**src/fce_defines.vh**
```
// Register map, field layout, reset values and codes of the fault-check bank
`ifndef FCE_DEFINES_VH
`define FCE_DEFINES_VH

// ----------------------------------------------------------------------------
// Register indices, byte address is four times the index
// ----------------------------------------------------------------------------
`define FCE_IDX_OV_EN      6'h1a
`define FCE_IDX_UV_EN      6'h1b
`define FCE_IDX_AUX_EN     6'h1c
`define FCE_IDX_CELL_AOV   6'h20
`define FCE_IDX_CELL_AUV   6'h21
`define FCE_IDX_CELL_COV   6'h22
`define FCE_IDX_CELL_CUV   6'h23
`define FCE_IDX_BLK_AUX    6'h24
`define FCE_IDX_MODE       6'h25
`define FCE_IDX_INT_STAT   6'h26
`define FCE_IDX_INT_MASK   6'h27
`define FCE_ADDR_W         8

// ----------------------------------------------------------------------------
// Field layout
// ----------------------------------------------------------------------------
`define FCE_CELLS          14
`define FCE_AUXS           6
`define FCE_BLK_BIT        14
`define FCE_I2C_CHANS      2
`define FCE_MODE_GPIO_LSB  0
`define FCE_MODE_I2C_BIT   6
`define FCE_MODE_REF_LSB   8
`define FCE_BA_BLK_OV_BIT  0
`define FCE_BA_BLK_UV_BIT  1
`define FCE_BA_AUX_LSB     2
`define FCE_INTS           5
`define FCE_INT_CELL_OV    0
`define FCE_INT_CELL_UV    1
`define FCE_INT_BLK_OV     2
`define FCE_INT_BLK_UV     3
`define FCE_INT_AUX_COLD   4
`define FCE_VAL_W          16

// ----------------------------------------------------------------------------
// Reset values
// ----------------------------------------------------------------------------
`define FCE_RST_CELL_EN    14'h0000
`define FCE_RST_AUX_EN     6'h00
`define FCE_RST_MODE_GPIO  6'h00
`define FCE_RST_MODE_REF   6'h00
`define FCE_RST_INT_MASK   5'h00

// ----------------------------------------------------------------------------
// Scan result target codes
// ----------------------------------------------------------------------------
`define FCE_TGT_CELL       2'h0
`define FCE_TGT_BLOCK      2'h1
`define FCE_TGT_AUX        2'h2

`endif

```
**src/fce_limit_check.v**
```verilog
// Window comparator of one measurement against a high and a low limit
`include "fce_defines.vh"

module fce_limit_check (
    // Measurement
    input  wire [`FCE_VAL_W-1:0] value,
    // Limits
    input  wire [`FCE_VAL_W-1:0] high_limit,
    input  wire [`FCE_VAL_W-1:0] low_limit,
    input  wire                  low_used,
    // Results
    output wire                  above,
    output wire                  below
);

    // ------------------------------------------------------------------------
    // Compare
    // ------------------------------------------------------------------------
    // Strict compares, a value equal to a limit is no fault
    assign above = (value > high_limit);
    assign below = low_used & (value < low_limit);

endmodule

```
**src/fce_regs.v**
```verilog
// Fault-check enable bank with alert latches on an APB slave
`include "fce_defines.vh"

// Notes on behaviour
// RULE1 - Enabled checks are evaluated on each scan result using the ADC or comparator result as the scan reports.
// RULE2 - Block overvoltage enable bit 14 compares ADC block results to the block high limit and latches a block high alert.
// RULE3 - Block undervoltage enable bit 14 compares ADC block results to the block low limit and latches a block low alert.
// RULE4 - Clearing a block enable bit by a write clears the matching latched block alert.
// RULE5 - Overvoltage enable bits 13:0 each enable one cell against the ADC and comparator high limits.
// RULE6 - Undervoltage enable bits 13:0 each enable one cell against the ADC and comparator low limits.
// RULE7 - Clearing a cell enable bit clears that cell's alert in both the ADC and comparator alert status.
// RULE8 - Aux enable bits 5:0 enable cold checks with ratiometric or absolute limits per reference select.
// RULE9 - Clearing an aux enable bit clears that channel's cold alert.
// RULE10 - A channel in general-purpose pin mode ignores its aux enable, which still reads back as written.
// RULE11 - Two-wire mode ignores the aux enables of channels 1:0 only, which still read back as written.
// RULE12 - Unassigned bits read zero and ignore writes, and all enables reset to disabled.
module fce_regs (
    // Clock and reset
    input  wire                  pclk,
    input  wire                  presetn,
    // APB slave
    input  wire                  psel,
    input  wire                  penable,
    input  wire                  pwrite,
    input  wire [`FCE_ADDR_W-1:0] paddr,
    input  wire [31:0]           pwdata,
    output wire [31:0]           prdata,
    output wire                  pready,
    output wire                  pslverr,
    // Scan results
    input  wire                  scan_valid,
    input  wire                  scan_engine_comp,
    input  wire [1:0]            scan_target,
    input  wire [3:0]            scan_channel,
    input  wire [`FCE_VAL_W-1:0] scan_value,
    // Limits
    input  wire [`FCE_VAL_W-1:0] cell_high_limit_adc,
    input  wire [`FCE_VAL_W-1:0] cell_low_limit_adc,
    input  wire [`FCE_VAL_W-1:0] cell_high_limit_comparator,
    input  wire [`FCE_VAL_W-1:0] cell_low_limit_comparator,
    input  wire [`FCE_VAL_W-1:0] block_high_limit,
    input  wire [`FCE_VAL_W-1:0] block_low_limit,
    input  wire [`FCE_VAL_W-1:0] aux_ratio_cold_limit_adc,
    input  wire [`FCE_VAL_W-1:0] aux_abs_cold_limit_adc,
    input  wire [`FCE_VAL_W-1:0] aux_ratio_cold_limit_comparator,
    input  wire [`FCE_VAL_W-1:0] aux_abs_cold_limit_comparator,
    // Alerts
    output wire [`FCE_CELLS-1:0] cell_adc_high_alert,
    output wire [`FCE_CELLS-1:0] cell_adc_low_alert,
    output wire [`FCE_CELLS-1:0] cell_comp_high_alert,
    output wire [`FCE_CELLS-1:0] cell_comp_low_alert,
    output wire                  block_high_alert,
    output wire                  block_low_alert,
    output wire [`FCE_AUXS-1:0]  aux_cold_alert,
    output wire                  irq
);

    // ------------------------------------------------------------------------
    // State
    // ------------------------------------------------------------------------
    reg  [`FCE_CELLS-1:0] cell_high_check_on_reg;
    reg  [`FCE_CELLS-1:0] cell_low_check_on_reg;
    reg                   block_high_check_on_reg;
    reg                   block_low_check_on_reg;
    reg  [`FCE_AUXS-1:0]  aux_cold_check_on_reg;
    reg  [`FCE_AUXS-1:0]  pin_general_purpose_mode_reg;
    reg                   two_wire_mode_enable_reg;
    reg  [`FCE_AUXS-1:0]  aux_reference_select_reg;
    reg  [`FCE_CELLS-1:0] cell_aov_reg;
    reg  [`FCE_CELLS-1:0] cell_auv_reg;
    reg  [`FCE_CELLS-1:0] cell_cov_reg;
    reg  [`FCE_CELLS-1:0] cell_cuv_reg;
    reg                   blk_ov_reg;
    reg                   blk_uv_reg;
    reg  [`FCE_AUXS-1:0]  aux_ov_reg;
    reg  [`FCE_INTS-1:0]  int_stat_reg;
    reg  [`FCE_INTS-1:0]  int_mask_reg;
    reg  [31:0]           rdata_reg;
    reg  [31:0]           rdata_next;
    reg                   hit_next;
    reg                   hit_reg;

    // ------------------------------------------------------------------------
    // Bus decode
    // ------------------------------------------------------------------------
    wire       setup   = psel & ~penable;
    wire       access  = psel & penable;
    wire       aligned = (paddr[1:0] == 2'b00);
    wire [5:0] idx     = paddr[`FCE_ADDR_W-1:2];

    // Always ready, data captured in the setup cycle
    assign pready  = 1'b1;
    assign pslverr = access & ~hit_reg;
    assign prdata  = rdata_reg;

    wire wr      = access & pwrite & hit_reg;
    wire wr_ov   = wr & (idx == `FCE_IDX_OV_EN);
    wire wr_uv   = wr & (idx == `FCE_IDX_UV_EN);
    wire wr_aux  = wr & (idx == `FCE_IDX_AUX_EN);
    wire wr_mode = wr & (idx == `FCE_IDX_MODE);
    wire wr_mask = wr & (idx == `FCE_IDX_INT_MASK);
    wire rd_int  = access & ~pwrite & hit_reg & (idx == `FCE_IDX_INT_STAT);

    // ------------------------------------------------------------------------
    // Read mux
    // ------------------------------------------------------------------------
    always @* begin
        rdata_next = 32'h0000_0000;
        hit_next   = aligned;
        case (idx)
            `FCE_IDX_OV_EN: begin
                rdata_next[`FCE_CELLS-1:0] = cell_high_check_on_reg;
                rdata_next[`FCE_BLK_BIT]   = block_high_check_on_reg;
            end
            `FCE_IDX_UV_EN: begin
                rdata_next[`FCE_CELLS-1:0] = cell_low_check_on_reg;
                rdata_next[`FCE_BLK_BIT]   = block_low_check_on_reg;
            end
            // Stored value reads back whatever the pin mode
            `FCE_IDX_AUX_EN: // RULE10 RULE11
                rdata_next[`FCE_AUXS-1:0] = aux_cold_check_on_reg;
            `FCE_IDX_CELL_AOV: rdata_next[`FCE_CELLS-1:0] = cell_aov_reg;
            `FCE_IDX_CELL_AUV: rdata_next[`FCE_CELLS-1:0] = cell_auv_reg;
            `FCE_IDX_CELL_COV: rdata_next[`FCE_CELLS-1:0] = cell_cov_reg;
            `FCE_IDX_CELL_CUV: rdata_next[`FCE_CELLS-1:0] = cell_cuv_reg;
            `FCE_IDX_BLK_AUX: begin
                rdata_next[`FCE_BA_BLK_OV_BIT] = blk_ov_reg;
                rdata_next[`FCE_BA_BLK_UV_BIT] = blk_uv_reg;
                rdata_next[`FCE_BA_AUX_LSB +: `FCE_AUXS] = aux_ov_reg;
            end
            `FCE_IDX_MODE: begin
                rdata_next[`FCE_MODE_GPIO_LSB +: `FCE_AUXS] =
                    pin_general_purpose_mode_reg;
                rdata_next[`FCE_MODE_I2C_BIT] = two_wire_mode_enable_reg;
                rdata_next[`FCE_MODE_REF_LSB +: `FCE_AUXS] =
                    aux_reference_select_reg;
            end
            `FCE_IDX_INT_STAT: rdata_next[`FCE_INTS-1:0] = int_stat_reg;
            `FCE_IDX_INT_MASK: rdata_next[`FCE_INTS-1:0] = int_mask_reg;
            default:           hit_next = 1'b0;
        endcase
        // Unassigned bits above stay zero
        if (!hit_next) begin
            rdata_next = 32'h0000_0000; // RULE12
        end
    end

    always @(posedge pclk or negedge presetn) begin
        if (!presetn) begin
            rdata_reg <= 32'h0000_0000;
            hit_reg   <= 1'b0;
        end else if (setup) begin
            rdata_reg <= rdata_next;
            hit_reg   <= hit_next;
        end
    end

    // ------------------------------------------------------------------------
    // Enable and mode registers
    // ------------------------------------------------------------------------
    always @(posedge pclk or negedge presetn) begin
        if (!presetn) begin
            cell_high_check_on_reg       <= `FCE_RST_CELL_EN; // RULE12
            cell_low_check_on_reg        <= `FCE_RST_CELL_EN; // RULE12
            block_high_check_on_reg      <= 1'b0;
            block_low_check_on_reg       <= 1'b0;
            aux_cold_check_on_reg        <= `FCE_RST_AUX_EN; // RULE12
            pin_general_purpose_mode_reg <= `FCE_RST_MODE_GPIO;
            two_wire_mode_enable_reg     <= 1'b0;
            aux_reference_select_reg     <= `FCE_RST_MODE_REF;
            int_mask_reg                 <= `FCE_RST_INT_MASK;
        end else begin
            // Only the defined fields are kept, the rest is dropped
            if (wr_ov) begin
                cell_high_check_on_reg  <= pwdata[`FCE_CELLS-1:0]; // RULE5
                block_high_check_on_reg <= pwdata[`FCE_BLK_BIT]; // RULE2
            end
            if (wr_uv) begin
                cell_low_check_on_reg  <= pwdata[`FCE_CELLS-1:0]; // RULE6
                block_low_check_on_reg <= pwdata[`FCE_BLK_BIT]; // RULE3
            end
            if (wr_aux) begin
                aux_cold_check_on_reg <= pwdata[`FCE_AUXS-1:0]; // RULE8
            end
            if (wr_mode) begin
                pin_general_purpose_mode_reg <=
                    pwdata[`FCE_MODE_GPIO_LSB +: `FCE_AUXS];
                two_wire_mode_enable_reg <= pwdata[`FCE_MODE_I2C_BIT];
                aux_reference_select_reg <=
                    pwdata[`FCE_MODE_REF_LSB +: `FCE_AUXS];
            end
            if (wr_mask) begin
                int_mask_reg <= pwdata[`FCE_INTS-1:0];
            end
        end
    end

    // ------------------------------------------------------------------------
    // Enable clear strobes
    // ------------------------------------------------------------------------
    // A one-to-zero write of an enable drops its latched alert
    wire [`FCE_CELLS-1:0] cell_ov_clr = wr_ov ?
        (cell_high_check_on_reg & ~pwdata[`FCE_CELLS-1:0]) :
        `FCE_RST_CELL_EN; // RULE7
    wire [`FCE_CELLS-1:0] cell_uv_clr = wr_uv ?
        (cell_low_check_on_reg & ~pwdata[`FCE_CELLS-1:0]) :
        `FCE_RST_CELL_EN; // RULE7
    wire blk_ov_clr = wr_ov & block_high_check_on_reg &
        ~pwdata[`FCE_BLK_BIT]; // RULE4
    wire blk_uv_clr = wr_uv & block_low_check_on_reg &
        ~pwdata[`FCE_BLK_BIT]; // RULE4
    wire [`FCE_AUXS-1:0] aux_clr = wr_aux ?
        (aux_cold_check_on_reg & ~pwdata[`FCE_AUXS-1:0]) :
        `FCE_RST_AUX_EN; // RULE9

    // ------------------------------------------------------------------------
    // Effective aux enables
    // ------------------------------------------------------------------------
    wire [`FCE_AUXS-1:0] two_wire_mask = {
        {(`FCE_AUXS-`FCE_I2C_CHANS){1'b0}},
        {`FCE_I2C_CHANS{two_wire_mode_enable_reg}}};
    wire [`FCE_AUXS-1:0] aux_live = aux_cold_check_on_reg &
        ~pin_general_purpose_mode_reg & // RULE10
        ~two_wire_mask; // RULE11

    // ------------------------------------------------------------------------
    // Limit selection and compare
    // ------------------------------------------------------------------------
    reg  [`FCE_VAL_W-1:0] sel_high;
    reg  [`FCE_VAL_W-1:0] sel_low;
    reg                   sel_low_used;
    wire                  above;
    wire                  below;
    wire [2:0]            aux_ch = scan_channel[2:0];
    wire aux_ratio = (aux_ch < `FCE_AUXS) ?
        aux_reference_select_reg[aux_ch] : 1'b0;

    always @* begin
        sel_high     = cell_high_limit_adc;
        sel_low      = cell_low_limit_adc;
        sel_low_used = 1'b1;
        case (scan_target)
            `FCE_TGT_CELL: begin
                // Engine of the scan picks the limit pair
                if (scan_engine_comp) begin // RULE1
                    sel_high = cell_high_limit_comparator;
                    sel_low  = cell_low_limit_comparator;
                end
            end
            `FCE_TGT_BLOCK: begin
                sel_high = block_high_limit; // RULE2
                sel_low  = block_low_limit; // RULE3
            end
            `FCE_TGT_AUX: begin
                sel_low_used = 1'b0;
                if (scan_engine_comp) begin // RULE1
                    sel_high = aux_ratio ? aux_ratio_cold_limit_comparator :
                                           aux_abs_cold_limit_comparator;
                end else begin
                    sel_high = aux_ratio ? aux_ratio_cold_limit_adc :
                                           aux_abs_cold_limit_adc; // RULE8
                end
            end
            default: begin
                sel_low_used = 1'b0;
            end
        endcase
    end

    fce_limit_check u_check (
        .value      (scan_value),
        .high_limit (sel_high),
        .low_limit  (sel_low),
        .low_used   (sel_low_used),
        .above      (above),
        .below      (below)
    );

    // ------------------------------------------------------------------------
    // Alert latches
    // ------------------------------------------------------------------------
    wire is_cell  = scan_valid & (scan_target == `FCE_TGT_CELL);
    wire is_adc   = ~scan_engine_comp;
    // Block results come from the ADC only
    wire blk_ov_set = scan_valid & (scan_target == `FCE_TGT_BLOCK) &
        is_adc & block_high_check_on_reg & above; // RULE2
    wire blk_uv_set = scan_valid & (scan_target == `FCE_TGT_BLOCK) &
        is_adc & block_low_check_on_reg & below; // RULE3

    wire [`FCE_CELLS-1:0] aov_set;
    wire [`FCE_CELLS-1:0] auv_set;
    wire [`FCE_CELLS-1:0] cov_set;
    wire [`FCE_CELLS-1:0] cuv_set;
    wire [`FCE_AUXS-1:0]  aux_set;

    wire [15:0] chan_hot = 16'h0001 << scan_channel;
    genvar i;
    generate
        for (i = 0; i < `FCE_CELLS; i = i + 1) begin : g_cell
            wire hit = is_cell & chan_hot[i];
            assign aov_set[i] = hit & is_adc &
                cell_high_check_on_reg[i] & above; // RULE5
            assign auv_set[i] = hit & is_adc &
                cell_low_check_on_reg[i] & below; // RULE6
            assign cov_set[i] = hit & scan_engine_comp &
                cell_high_check_on_reg[i] & above; // RULE5
            assign cuv_set[i] = hit & scan_engine_comp &
                cell_low_check_on_reg[i] & below; // RULE6
        end
        for (i = 0; i < `FCE_AUXS; i = i + 1) begin : g_aux
            assign aux_set[i] = scan_valid & (scan_target == `FCE_TGT_AUX) &
                chan_hot[i] & aux_live[i] & above; // RULE8
        end
    endgenerate

    // A new fault in the clearing cycle survives the clear
    always @(posedge pclk or negedge presetn) begin
        if (!presetn) begin
            cell_aov_reg <= `FCE_RST_CELL_EN;
            cell_auv_reg <= `FCE_RST_CELL_EN;
            cell_cov_reg <= `FCE_RST_CELL_EN;
            cell_cuv_reg <= `FCE_RST_CELL_EN;
            blk_ov_reg   <= 1'b0;
            blk_uv_reg   <= 1'b0;
            aux_ov_reg   <= `FCE_RST_AUX_EN;
        end else begin
            cell_aov_reg <= (cell_aov_reg & ~cell_ov_clr) | aov_set; // RULE7
            cell_auv_reg <= (cell_auv_reg & ~cell_uv_clr) | auv_set; // RULE7
            cell_cov_reg <= (cell_cov_reg & ~cell_ov_clr) | cov_set; // RULE7
            cell_cuv_reg <= (cell_cuv_reg & ~cell_uv_clr) | cuv_set; // RULE7
            blk_ov_reg   <= (blk_ov_reg & ~blk_ov_clr) | blk_ov_set; // RULE4
            blk_uv_reg   <= (blk_uv_reg & ~blk_uv_clr) | blk_uv_set; // RULE4
            aux_ov_reg   <= (aux_ov_reg & ~aux_clr) | aux_set; // RULE9
        end
    end

    assign cell_adc_high_alert  = cell_aov_reg;
    assign cell_adc_low_alert   = cell_auv_reg;
    assign cell_comp_high_alert = cell_cov_reg;
    assign cell_comp_low_alert  = cell_cuv_reg;
    assign block_high_alert     = blk_ov_reg;
    assign block_low_alert      = blk_uv_reg;
    assign aux_cold_alert       = aux_ov_reg;

    // ------------------------------------------------------------------------
    // Interrupt status
    // ------------------------------------------------------------------------
    wire [`FCE_INTS-1:0] int_event;
    assign int_event[`FCE_INT_CELL_OV]  = |(aov_set | cov_set);
    assign int_event[`FCE_INT_CELL_UV]  = |(auv_set | cuv_set);
    assign int_event[`FCE_INT_BLK_OV]   = blk_ov_set;
    assign int_event[`FCE_INT_BLK_UV]   = blk_uv_set;
    assign int_event[`FCE_INT_AUX_COLD] = |aux_set;

    // Clear only what the read returned, so a later event is kept
    wire [`FCE_INTS-1:0] int_clr = rd_int ? rdata_reg[`FCE_INTS-1:0] :
                                            `FCE_RST_INT_MASK;

    always @(posedge pclk or negedge presetn) begin
        if (!presetn) begin
            int_stat_reg <= `FCE_RST_INT_MASK;
        end else begin
            int_stat_reg <= (int_stat_reg & ~int_clr) | int_event;
        end
    end

    assign irq = |(int_stat_reg & int_mask_reg);

endmodule

```
**config.mk**
```make
export PLATFORM = sky130hd
export DESIGN_NAME = fce_regs
export DESIGN_NICKNAME = d
export VERILOG_FILES = /design/src/fce_limit_check.v /design/src/fce_regs.v
export VERILOG_INCLUDE_DIRS = /design/src /design/src/src
export SDC_FILE = /design/constraint.sdc
export NUM_CORES = 1
export LEC_CHECK = 0
export ABC_CLOCK_PERIOD_IN_PS = 8100
export BUFFER_PORTS_ARGS = -buffer_cell sky130_fd_sc_hd__buf_2
export CORE_MARGIN = 4
export CORE_UTILIZATION = 40
export CTS_CLUSTER_DIAMETER = 120
export DETAILED_ROUTE_END_ITERATION = 16
export PLACE_DENSITY_LB_ADDON = 0.05
export SETUP_SLACK_MARGIN = 0.05
export SYNTH_ARGS = -nofsm -noshare
export SYNTH_HDL_FRONTEND = slang
export SYNTH_HIERARCHICAL = 1
export SYNTH_SLANG_ARGS = --single-unit
export TNS_END_PERCENT = 100
```
**constraint.sdc**
```tcl
create_clock -name pclk -period 8.1 [get_ports pclk]
set_clock_uncertainty 0.05 [all_clocks]
set_input_delay 0.405 -clock pclk [delete_from_list [all_inputs] [get_ports pclk]]
set_output_delay 0.405 -clock pclk [all_outputs]
set_load 0.005 [all_outputs]
```
[After elaboration in Yosys (flattened, before gate mapping)]
Index checks and enable logic that the tools add are counted.
Storage, ports and cells
  output and inout port bits: 99
  logic and storage cells: 305
  input bits: 229
  register bits after elaboration: 156
Cells by class
  bitwise gates (word level): 237
  eq/ne operators: 13
  reductions and logical operators: 8
  shift-type cells: 1
  multiplexer cells: 23
  magnitude comparators: 4
Operators with widths (number)
  $and 1x1->1: 200
  $and 14x14->14: 6
  $or 14x14->14: 6
  $mux 16: 5
  $pmux 5 s11: 1
  $eq 6x6->1 const B: 8
  $pmux 16 s3: 1
  $not 14->14: 3
  $pmux 6 s7: 1
  $pmux 16 s2: 1
  $mux 14: 2
  $reduce_or 14->1: 2
  $and 6x6->6: 4
  $eq 6x5->1 const B: 3
  $not 6->6: 3
  $gt 16x16->1: 1
  $lt 16x16->1: 1
  $mux 15: 1
  $shl 1x4->14 const A: 1
  $reduce_or 11->1: 1
  $and 5x5->5: 2
  $pmux 1 s9: 1
  $pmux 1 s8: 1
  $not 1->1: 7
  19 further kinds: 24

[Longest topological paths before layout]
Gate-level depths: netlist of the first run.
  word-level depth: 11
  depth in mapped cells: 19
  depth with buffers taken out: 17

[Hierarchy]
Netlist of the first run, hierarchy kept.
By module, submodules not included
  fce_regs: seq. area each 3478.3 µm², cells an instance 911, instances 1, area each 8745.9 µm²
  fce_limit_check: seq. area each 0.0 µm², cells an instance 109, instances 1, area each 799.5 µm²

[Worst setup path after synthesis of the first run]
No wires, ideal clock.
  kind: input to register
  from: input scan_channel[0]
  to: register cell_aov_reg[9], in the netlist cell_adc_high_alert[9]
  setup time: 0.067 ns
  data arrival time: 3.519 ns
  setup slack: 4.464 ns
  stages: 16
  data required time: 7.983 ns
  path buffers: 2
  cells stage by stage: mux4_2 o2bb2ai_2 buf_2 nor3b_1 a311oi_1 a21oi_1 inv_1 ha_1 nand4_2 a2111oi_2 a211oi_1 a21oi_2 clkbuf_1 nor2b_1 and3_1 a32o_1
Between the ends
  longest elaborated chain between the ends: 9
  elaborated cells between the ends (all ways): 15
  those cells by class: order compare (2); shift (1); mux (7); bitwise (5)
RTL lines
  start: declaration: line fce_regs.v:34  | input wire [3:0] scan_channel,
  $bmux 1 s3: line fce_regs.v:236  | aux_reference_select_reg[aux_ch] : 1'b0;
  $mux 1 (implied by the code): line fce_regs.v:236
  $mux 1 (*): line fce_regs.v:235  | wire aux_ratio = (aux_ch < `FCE_AUXS) ?
  $mux 16, on equally long branches: line fce_regs.v:260, fce_regs.v:257
  $mux 16 (*): line fce_regs.v:256  | if (scan_engine_comp) begin
  $pmux 16 s3 (*): line fce_regs.v:242  | case (scan_target)
  via sel_high[14]: line fce_regs.v:229  | reg [`FCE_VAL_W-1:0] sel_high;
  $gt 16x16->1 (*): line fce_limit_check.v:20  | assign above = (value > high_limit);
  via above: line fce_regs.v:232  | wire above;
  $and 1x1->1 (*): line fce_regs.v:302  | cell_high_check_on_reg[i] & above;
  $or 14x14->14 (*): line fce_regs.v:327  | cell_aov_reg <= (cell_aov_reg & ~cell_ov_clr) | aov_set;
  end signal: assignment: line fce_regs.v:319  | cell_aov_reg <= `FCE_RST_CELL_EN;
  end signal: assignment: line fce_regs.v:327
  end: declaration: line fce_regs.v:69  | reg [`FCE_CELLS-1:0] cell_aov_reg;
Mark *: on every way through the listed nets, which the timed path passes. The rest lies on a longest branch. The select of a mux whose other input is x is not followed.
A chain may end at the register's enable or synchronous reset.

[Final worst setup path of the first run]
  from: register aux_reference_select_reg[3]
  to: register int_stat_reg[4]
Between the ends
  longest elaborated chain between the ends: 10
  elaborated cells between the ends (all ways): 16
  those cells by class: order compare (1); mux (7); bitwise (7); reduce/logical (1)
RTL lines
  start: declaration: line fce_regs.v:68  | reg [`FCE_AUXS-1:0] aux_reference_select_reg;
  start signal: assignment: line fce_regs.v:170  | aux_reference_select_reg <= `FCE_RST_MODE_REF;
  start signal: assignment: line fce_regs.v:189  | aux_reference_select_reg <=
  $bmux 1 s3 (*): line fce_regs.v:236
  $mux 1 (implied by the code) (*): line fce_regs.v:236
  $mux 1 (*): line fce_regs.v:235
  $mux 16, on equally long branches: line fce_regs.v:260, fce_regs.v:257
  $mux 16 (*): line fce_regs.v:256
  $pmux 16 s3 (*): line fce_regs.v:242
  via sel_high[13]: line fce_regs.v:229
  $gt 16x16->1 (*): line fce_limit_check.v:20
  via above: line fce_regs.v:232
  $and 1x1->1: line fce_regs.v:311  | assign aux_set[i] = scan_valid & (scan_target == `FCE_TGT_AUX) &
  $reduce_or 6->1 (*): line fce_regs.v:353  | assign int_event[`FCE_INT_AUX_COLD] = |aux_set;
  $or 5x5->5 (*): line fce_regs.v:363  | int_stat_reg <= (int_stat_reg & ~int_clr) | int_event;
  end signal: assignment: line fce_regs.v:361  | int_stat_reg <= `FCE_RST_INT_MASK;
  end signal: assignment: line fce_regs.v:363
  end: declaration: line fce_regs.v:76  | reg [`FCE_INTS-1:0] int_stat_reg;
Marks and branches as above.

==> flow_metrics.py, run 1 <==
metrics = {
    "outcome": {
        "status": "complete, no violations",
    },
    "critical_path": {
        "arrival_ns": 5.43,
        "r2r_setup_slack_ns": 2.97,
        "path_max_fanout": 64,
        "slowest_stage": "a21oi_2",
        "cp_num_cells": 17,
        "r2r_start": "aux_reference_select_reg[3]",
        "timing_worst_setup_path_type": "flop to flop",
        "slowest_delay_ns": 0.71,
        "end_kind": "flop",
        "critPathBufInv": 2,
        "required_ns": 8.41,
        "cp_cell_sequence": "mux4_2 > o2bb2ai_4 > buf_4 > nor3b_1 > a311oi_1 > a21oi_1 > inv_1 > ha_1 > nand4_2 > a2111oi_2 > a211oi_1 > a21oi_2 > nand4b_1 > nor3_1 > and4b_1 > nor4_1 > nand4_1",
        "r2r-end": "int_stat_reg[4]",
        "rr_worst_depth": 17,
        "cpLargestDelayFamily": "simple AND/OR/NAND/NOR gates",
        "cp-start-kind": "flop",
    },
    "yosys": {
        "synth_area_leaders": "dfrtp_1 (36%), nand2_1 (5.5%), mux2_2 (4.6%)",
        "synth.top_cell.area_share": 0.364,
        "synth_cell_type_count": 70,
        "syn-mean-instance-area_um2": 9.36,
        "async_reset_ff_frac": 1.00,
        "ys.flop_type": "dfrtp_1",
        "synth.largest_area_cell": "dfrtp_1",
        "syn_inst": 1020,
        "yosysSeqAreaShare": 0.364,
        "ys_seq_elements": 139,
        "netlist_area_um2": 9550,
        "synth-edff-count": 0,
        "yosys_warnings": 6,
    },
    "floorplan": {
        "io_pins": 328,
        "num_rows": 56,
        "die_x_um": 162,
        "initial_core_util": 0.407,
        "die-area_um2": 26400,
        "fp.dieH_um": 162,
        "core_area_um2": 23500,
    },
    "sta": {
        "hold_viol_final": 0,
        "slew_viol_final": 0,
        "post-route-min-period_ns": 5.13,
        "holdWs_ns": 0.168,
        "timing.slew.headroom": 0.108,
        "setup_violations": 0,
        "clock.fmax_mhz": 195,
        "period_share": 0.633,
        "setup_tns_ns": 0,
        "tightest_slew_ns": 1.34,
        "rsz0062_at_grt": "false",
    },
    "hold_path": {
        "min_to": "block_low_check_on_reg",
        "min_path_type": "primary input to flop",
        "hold_path_depth": 3,
        "min-delay-start": "pwdata[14]",
    },
    "clock_tree": {
        "tritoncts": "built",
        "clkTransAtPathRegs_ns": 0.06,
        "clkSinkCount": 139,
        "cts-resized-gates": 0,
        "numCtsBuffers": 17,
        "clk_path_buf_depth": 2,
        "clock-root-buffer": "clkbuf_16",
        "htree_num_levels": 4,
        "clock_latency_ns": 0.43,
    },
    "layout": {
        "largest_register_ffs": 15,
        "final_common_cell": "buf_2",
        "layout_common_cells": "buf_2 (290), nand2_1 (140), dfrtp_1 (139)",
        "drive_above_1_share": 0.315,
        "nNetsFinal": 1539,
        "syn2layout_area_growth_pct": 23.6,
    },
    "grt": {
        "grt_max_degree": 75,
        "grt_pass1_vias": 9188,
        "grt_pass1_wl_mm": 56.1,
        "grt_usage": 0.275,
        "antenna_found_initial": 5,
        "grt_overflow": 0,
    },
    "detailed_routing": {
        "ant_nets": 0,
        "avgRoutedWirePerCell_um": 23.1,
        "routed_via_density": 5.85,
        "first_pass_iters": 6,
        "routed_wl_mm": 37.4,
        "drc_errors": 0,
        "first_iter_violations": 945,
        "vias": 9439,
    },
    "placed_design": {
        "port_buffers": 292,
        "post-dp-hpwl_mm": 27.4,
        "place_congestion": 0.872,
    },
    "power_and_ir_drop": {
        "power.total_uw": 1780,
        "p_per_area_nw_per_um2": 151,
        "ir_worst_vdd_mv": 0.123,
        "p_leak_uw": 0.00593,
    },
    "job": {
        "drv_cap": 0,
    },
}
kinds of logic after synthesis:
kind of cell | count (synthesis) | synth area share
compound gates | 288 | 0.222
fa+ha+maj | 31 | 0.0406
buf+inv | 121 | 0.0587
flops | 139 | 0.364
mux | 88 | 0.114
other cells | 2 | 0.000787
simple gates | 351 | 0.199
final cells by class:
class                   count  area, µm²
fillers                  2313      11700
multi-input cells         776       5590
flip-flops and latches    139       3480
repair buffers            307       1590
clock buffers              20        447
well taps                 319        399
clock inverters            12        146
inverters                  38        143
diodes                      3       7.51
metrics by stage:
| step | worst slack, ns | std cells | utilization | instance area [µm²] |
|---|---|---|---|---|
| detailed placement | 2.62 | 1578 | 0.476 | 11200 |
| global route | 2.61 | 1614 | 0.502 | 11800 |
| finish | 2.97 | 1614 | 0.502 | 11800 |
| floorplan | 4.46 | 1036 | - | 9610 |
| CTS | 3.01 | 1611 | 0.502 | 11800 |
| global placement | 2.62 | 1578 | 0.476 | 11200 |
worst min-delay path, cell delays in order:
cell     delay, ns
buf_2         0.10
nand2_1       0.05
nand2_1       0.05
layer usage:
layer  track usage  part of all wire
met4        0.0538             0.016
met5             0           0.00054
met1         0.410              0.46
met3        0.0653             0.077
met2         0.409              0.45
what timing repair did:
item                      in CTS  in global routing
buffers inserted               0                  0
hold endpoints to repair      17                  0
hold buffers                   1                  0
where the power goes:
part           total, µW  internal (µW)  switching, µW
clock network        802            490            311
logic                278            110            168
registers            701            697           3.40
synthesized netlist by cell type, types with 6 or more instances:
master / count
a22o_1: 48
clkbuf_1: 39
buf_4: 21
nand2b_1: 10
o21ai_0: 43
a22oi_1: 57
mux2i_1: 36
and2_1: 6
mux2_2: 39
buf_2: 22
nand2_1: 140
nor3_1: 8
nor3b_1: 20
a21oi_1: 37
ha_1: 31
nand3b_1: 37
nand3_1: 15
inv_1: 37
nand4_1: 10
a21o_1: 9
nor2_1: 44
dfrtp_1: 139
a311oi_1: 16
a31oi_1: 21
a32o_1: 17
and3_1: 14
mux4_2: 13
o2bb2ai_1: 6
worst max path at each step:
stage                                           start                     end  slack, ns
after floorplan                       scan_channel[0]  cell_adc_high_alert[9]       4.46
after global placement                scan_channel[0]         int_stat_reg[4]       2.62
after detailed placement               scan_target[1]         int_stat_reg[1]       2.62
after CTS                              scan_target[1]         int_stat_reg[1]       3.01
after global routing                   scan_target[1]         int_stat_reg[1]       2.61
final                     aux_reference_select_reg[3]         int_stat_reg[4]       2.97
No activity file was read; power rests on OpenSTA's default activity.
==> run 2: changes to the inputs <==
- ABC_CLOCK_PERIOD_IN_PS: 8100 -> 5300
- clock period: 8.1 -> 5.3 ns (I/O delays scaled with it)
==> flow_metrics.py, run 2 (synthesis results as in run 1) <==
metrics = {
    "detailed_routing": {
        "drc_errors": 0,
        "vias": 9490,
        "first_iter_violations": 885,
        "ant_nets": 0,
        "top_layer": "met5",
        "routed_via_density": 5.88,
        "drt-met1-wl_mm": 16.7,
        "wl_met3_mm": 2.78,
        "avgRoutedWirePerCell_um": 22.9,
        "detailroute.wirelength.met2_mm": 17.1,
        "routed_wl_mm": 37.0,
        "first_pass_iters": 6,
    },
    "sta": {
        "fin_ws_ns": 0.873,
        "timing.slew.headroom": 0.193,
        "setup_tns_ns": 0,
        "post-route-min-period_ns": 4.43,
        "tightest_slew_ns": 1.21,
        "rsz0062_at_grt": "false",
        "clock.fmax_mhz": 226,
        "period_share": 0.835,
        "setup_violations": 0,
        "slew_viol_final": 0,
        "hold_viol_final": 0,
    },
    "critical_path": {
        "arrival_ns": 4.74,
        "cpLargestDelayFamily": "simple AND/OR/NAND/NOR gates",
        "end_kind": "flop",
        "path_max_fanout": 40,
        "timing_worst_setup_path_type": "flop to flop",
        "r2r_start": "aux_reference_select_reg[3]",
        "critPathLaunch": "aux_reference_select_reg[3]",
        "critPathBufInv": 2,
        "cp_cell_sequence": "mux4_2 > o2bb2ai_4 > buf_12 > nor3b_1 > a311oi_1 > a21oi_1 > inv_1 > ha_1 > a21oi_1 > o21ai_0 > a221oi_1 > or2_2 > a21oi_2 > nand4b_1 > nor3_1 > and4b_1 > nor4_1 > nand4_1",
        "slowest_stage": "mux4_2",
        "cpMostUsedCell": "a21oi_1",
        "cp-start-kind": "flop",
        "r2r_setup_slack_ns": 0.87,
        "slowest_delay_ns": 0.51,
        "required_ns": 5.61,
    },
    "layout": {
        "n_antenna_cell": 0,
        "nNetsFinal": 1543,
        "drive_above_1_share": 0.317,
        "syn2layout_area_growth_pct": 24.2,
        "layout_common_cells": "buf_2 (290), nand2_1 (140), dfrtp_1 (139)",
        "largest_register_ffs": 15,
        "final_common_cell": "buf_2",
        "post-route-cell-area_um2": 11900,
    },
    "placed_design": {
        "placed_area_um2": 11200,
        "post-dp-hpwl_mm": 27.4,
        "port_buffers": 292,
        "post-place-ws_ns": 0.755,
        "place_congestion": 0.897,
    },
    "power_and_ir_drop": {
        "p_per_area_nw_per_um2": 231,
        "p_leak_uw": 0.00597,
        "ir_worst_vdd_mv": 0.172,
    },
    "hold_path": {
        "min_path_type": "primary input to flop",
        "min-delay-start": "pwdata[14]",
    },
    "clock_tree": {
        "numCtsBuffers": 17,
        "clock-root-buffer": "clkbuf_16",
        "clkTransAtPathRegs_ns": 0.06,
        "clkSinkCount": 139,
        "tritoncts": "built",
        "clock_latency_ns": 0.43,
        "htree_num_levels": 4,
        "clk_path_buf_depth": 2,
    },
    "grt": {
        "grt_pass1_vias": 9029,
        "grt_pass1_wl_mm": 55.7,
        "grt_max_degree": 102,
        "grt_overflow": 0,
        "antenna_found_initial": 1,
        "grt_usage": 0.273,
    },
    "floorplan": {
        "die_x_um": 162,
        "fp.dieH_um": 162,
        "core_area_um2": 23500,
        "io_pins": 328,
        "die-area_um2": 26400,
        "num_rows": 56,
        "initial_core_util": 0.407,
    },
    "job": {
        "drv_cap": 0,
    },
    "outcome": {
        "status": "complete, no violations",
    },
}
## run 2: cell count changes in the layout (fill, tap and decap cells not counted), sizes merged
cell      change
inv           -1
diode         -3
buf           +4
clkinvlp      -3
clkbuf        +3
## run 2: worst paths after layout
check,end,cells past startpoint
max,int_stat_reg[4],18
min,block_low_check_on_reg,3
max reg2reg,int_stat_reg[4],18
min reg2reg,prdata[14],2
max in group asynchronous,cell_low_check_on_reg[1],3
min in group asynchronous,prdata[7],2
## run 2: metrics by stage
| step | hold slack [ns] | cells | power, µW | utilization |
|---|---|---|---|---|
| floorplan | -0.0806 | 1036 | 1320 | - |
| global placement | 0.407 | 1582 | 1510 | 0.479 |
| detailed placement | 0.401 | 1582 | 1510 | 0.479 |
| CTS | 0.0181 | 1614 | 2740 | 0.505 |
| global route | 0.0467 | 1614 | 2840 | 0.505 |
| finish | 0.0254 | 1614 | 2730 | 0.505 |
## run 2: cell type report
class,instances,area (µm²)
fill,2276,11600
multi-input combinational,776,5590
sequential,139,3480
timing repair buffer,311,1640
clock buffer,23,488
tap,319,399
inverter,38,143
clock inverter,8,115
## run 2: power breakdown
group          total (µW)  internal, µW  leakage [µW]  switching, µW
Combinational         425           172       0.00373            253
Clock                1240           783      0.000303            455
Sequential           1070          1070       0.00194           4.82
## run 2: worst reg2reg max path, stage by stage (launching register included)
cell and delay [ns]:
dfrtp_1 0.40, mux4_2 0.51, o2bb2ai_4 0.28, buf_12 0.26, nor3b_1 0.21, a311oi_1 0.06
a21oi_1 0.21, inv_1 0.08, ha_1 0.30, a21oi_1 0.06, o21ai_0 0.18, a221oi_1 0.10
or2_2 0.29, a21oi_2 0.19, nand4b_1 0.24, nor3_1 0.42, and4b_1 0.34, nor4_1 0.09
nand4_1 0.10
## run 2: repair_timing
item | in CTS | in global routing
hold endpoints to repair | 100 | 0
gates resized for setup | 0 | 0
hold buffers | 1 | 0
buffers inserted | 0 | 0
## run 2: routing by layer
metal	vias up	global-route usage
li1	4364	-
met3	41	0.0387
met5	-	0
met4	2	0.0561
met2	410	0.416
met1	4673	0.415
==> run 3: changes to the inputs <==
- ABC_CLOCK_PERIOD_IN_PS: 5300 -> 4410
- clock period: 5.3 -> 4.41 ns (I/O delays scaled with it)
==> flow_metrics.py, run 3 (synthesis results as in run 1) <==
metrics = {
    "detailed_routing": {
        "ant_nets": 0,
        "routed_wl_mm": 37.7,
        "vias": 9563,
        "drc_errors": 0,
        "avgRoutedWirePerCell_um": 23.2,
        "first_pass_iters": 5,
        "first_iter_violations": 888,
        "routed_via_density": 5.88,
    },
    "sta": {
        "setup_tns_ns": 0,
        "hold_viol_final": 0,
        "holdWs_ns": 0.0133,
        "fin_ws_ns": 0.291,
        "tightest_slew_ns": 1.20,
        "setup_violations": 0,
        "timing.slew.headroom": 0.194,
        "period_share": 0.934,
        "clock.fmax_mhz": 243,
        "rsz0062_at_grt": "true",
        "post-route-min-period_ns": 4.12,
        "slew_viol_final": 0,
    },
    "placed_design": {
        "post-place-ws_ns": 0.216,
        "place_congestion": 0.863,
        "dp_cells": 1586,
        "post-dp-hpwl_mm": 28.0,
        "port_buffers": 292,
    },
    "critical_path": {
        "slowest_delay_ns": 0.51,
        "r2r_setup_slack_ns": 0.29,
        "timing_worst_setup_path_type": "flop to flop",
        "end_kind": "flop",
        "path_max_fanout": 45,
        "r2r-end": "int_stat_reg[4]",
        "cp-start-kind": "flop",
        "cpLargestDelayFamily": "simple AND/OR/NAND/NOR gates",
        "cp_cell_sequence": "mux4_2 > o2bb2ai_4 > buf_12 > nor3b_1 > a311oi_1 > a21oi_1 > inv_1 > ha_1 > nand2_1 > o21ai_1 > a221oi_1 > or2_2 > a21oi_2 > nand4b_1 > or3_4 > nor3_2 > nor4_2 > nand4_1",
        "arrival_ns": 4.42,
        "r2r_start": "aux_reference_select_reg[3]",
        "required_ns": 4.71,
        "slowest_stage": "mux4_2",
        "rr_worst_depth": 18,
        "critPathBufInv": 2,
    },
    "hold_path": {
        "min-delay-start": "pwdata[6]",
        "hold_path_depth": 3,
        "min_to": "cell_low_check_on_reg[6]",
        "min_path_type": "primary input to flop",
    },
    "floorplan": {
        "core_area_um2": 23500,
        "fp.dieH_um": 162,
        "initial_core_util": 0.407,
        "die_x_um": 162,
        "die-area_um2": 26400,
        "io_pins": 328,
        "num_rows": 56,
    },
    "power_and_ir_drop": {
        "p_per_area_nw_per_um2": 278,
        "ir_worst_vdd_mv": 0.206,
        "p_leak_uw": 0.00603,
    },
    "clock_tree": {
        "clock_latency_ns": 0.42,
        "htree_num_levels": 4,
        "numCtsBuffers": 17,
        "tritoncts": "built",
        "clock-root-buffer": "clkbuf_16",
        "clkSinkCount": 139,
        "clk_path_buf_depth": 2,
        "clkTransAtPathRegs_ns": 0.06,
    },
    "layout": {
        "largest_register_ffs": 15,
        "layout.cells.non_filler": 1626,
        "drive_above_1_share": 0.322,
        "seq_area_um2": 3480,
        "final_common_cell": "buf_2",
        "fill_cells": 2284,
        "syn2layout_area_growth_pct": 25.9,
        "nNetsFinal": 1553,
        "layout_common_cells": "buf_2 (290), nand2_1 (140), dfrtp_1 (139)",
        "multi_input_area_um2": 5630,
    },
    "grt": {
        "grt_pass1_vias": 9306,
        "antenna_found_initial": 2,
        "grt_pass1_wl_mm": 56.0,
        "grt_usage": 0.274,
        "grt_max_degree": 103,
        "grt_overflow": 0,
    },
    "outcome": {
        "status": "complete, no violations",
    },
    "job": {
        "drv_cap": 0,
    },
}
run 3: worst max path at each step:
| stage | start | endpoint | slack, ns | cells past startpoint |
|---|---|---|---|---|
| after detailed placement | aux_reference_select_reg[3] | int_stat_reg[4] | 0.22 | 18 |
| after global routing | aux_reference_select_reg[3] | cell_adc_high_alert[5] | 0.02 | 18 |
| final | aux_reference_select_reg[3] | int_stat_reg[4] | 0.29 | 18 |
| after floorplan | aux_reference_select_reg[3] | cell_adc_high_alert[9] | 0.83 | 16 |
| after CTS | aux_reference_select_reg[3] | int_stat_reg[4] | 0.20 | 18 |
| after global placement | aux_reference_select_reg[3] | int_stat_reg[4] | 0.28 | 18 |
run 3: routing by layer:
layer | share of wire | up-vias | track usage
met2 | 0.45 | 431 | 0.414
met5 | 0.00032 | - | 0
li1 | - | 4384 | -
met4 | 0.022 | 2 | 0.0646
met1 | 0.46 | 4692 | 0.405
met3 | 0.072 | 54 | 0.0580
run 3: power breakdown:
group          leakage [µW]  internal [µW]  switching (µW)
combinational       0.00379            214             312
sequential          0.00194           1280            6.27
clock              0.000301            961             561
total               0.00603           2460             880
run 3: timing repair:
action                                 in CTS  in global routing
endpoints found under the hold margin     106                  0
setup endpoints to repair                   0                 14
setup buffers                               0                  1
hold buffers                                6                  0
resized for setup                           0                  9
run 3: worst reg2reg max path, cell delays in order (launching register included):
cell and delay, ns:
dfrtp_1 0.40, mux4_2 0.51, o2bb2ai_4 0.20, buf_12 0.21
nor3b_1 0.23, a311oi_1 0.07, a21oi_1 0.20, inv_1 0.07
ha_1 0.31, nand2_1 0.05, o21ai_1 0.16, a221oi_1 0.09
or2_2 0.29, a21oi_2 0.18, nand4b_1 0.27, or3_4 0.43
nor3_2 0.17, nor4_2 0.08, nand4_1 0.09
run 3: area by class of cell:
class,count,area share
Multi-Input combinational cell,776,0.469
Clock inverter,11,0.0141
Tap cell,319,0.0332
Clock buffer,21,0.0375
Timing Repair Buffer,321,0.145
Antenna cell,1,0.000208
Inverter,38,0.0119
Sequential cell,139,0.290
run 3: through the flow:
stage | power [µW] | utilization | instance area, µm²
2_1_floorplan | 1590 | - | 9610
3_3_place_gp | 1820 | 0.481 | 11300
3_5_place_dp | 1830 | 0.481 | 11300
4_1_cts | 3340 | 0.510 | 12000
5_1_grt | 3470 | 0.512 | 12000
6_report | 3340 | 0.512 | 12000
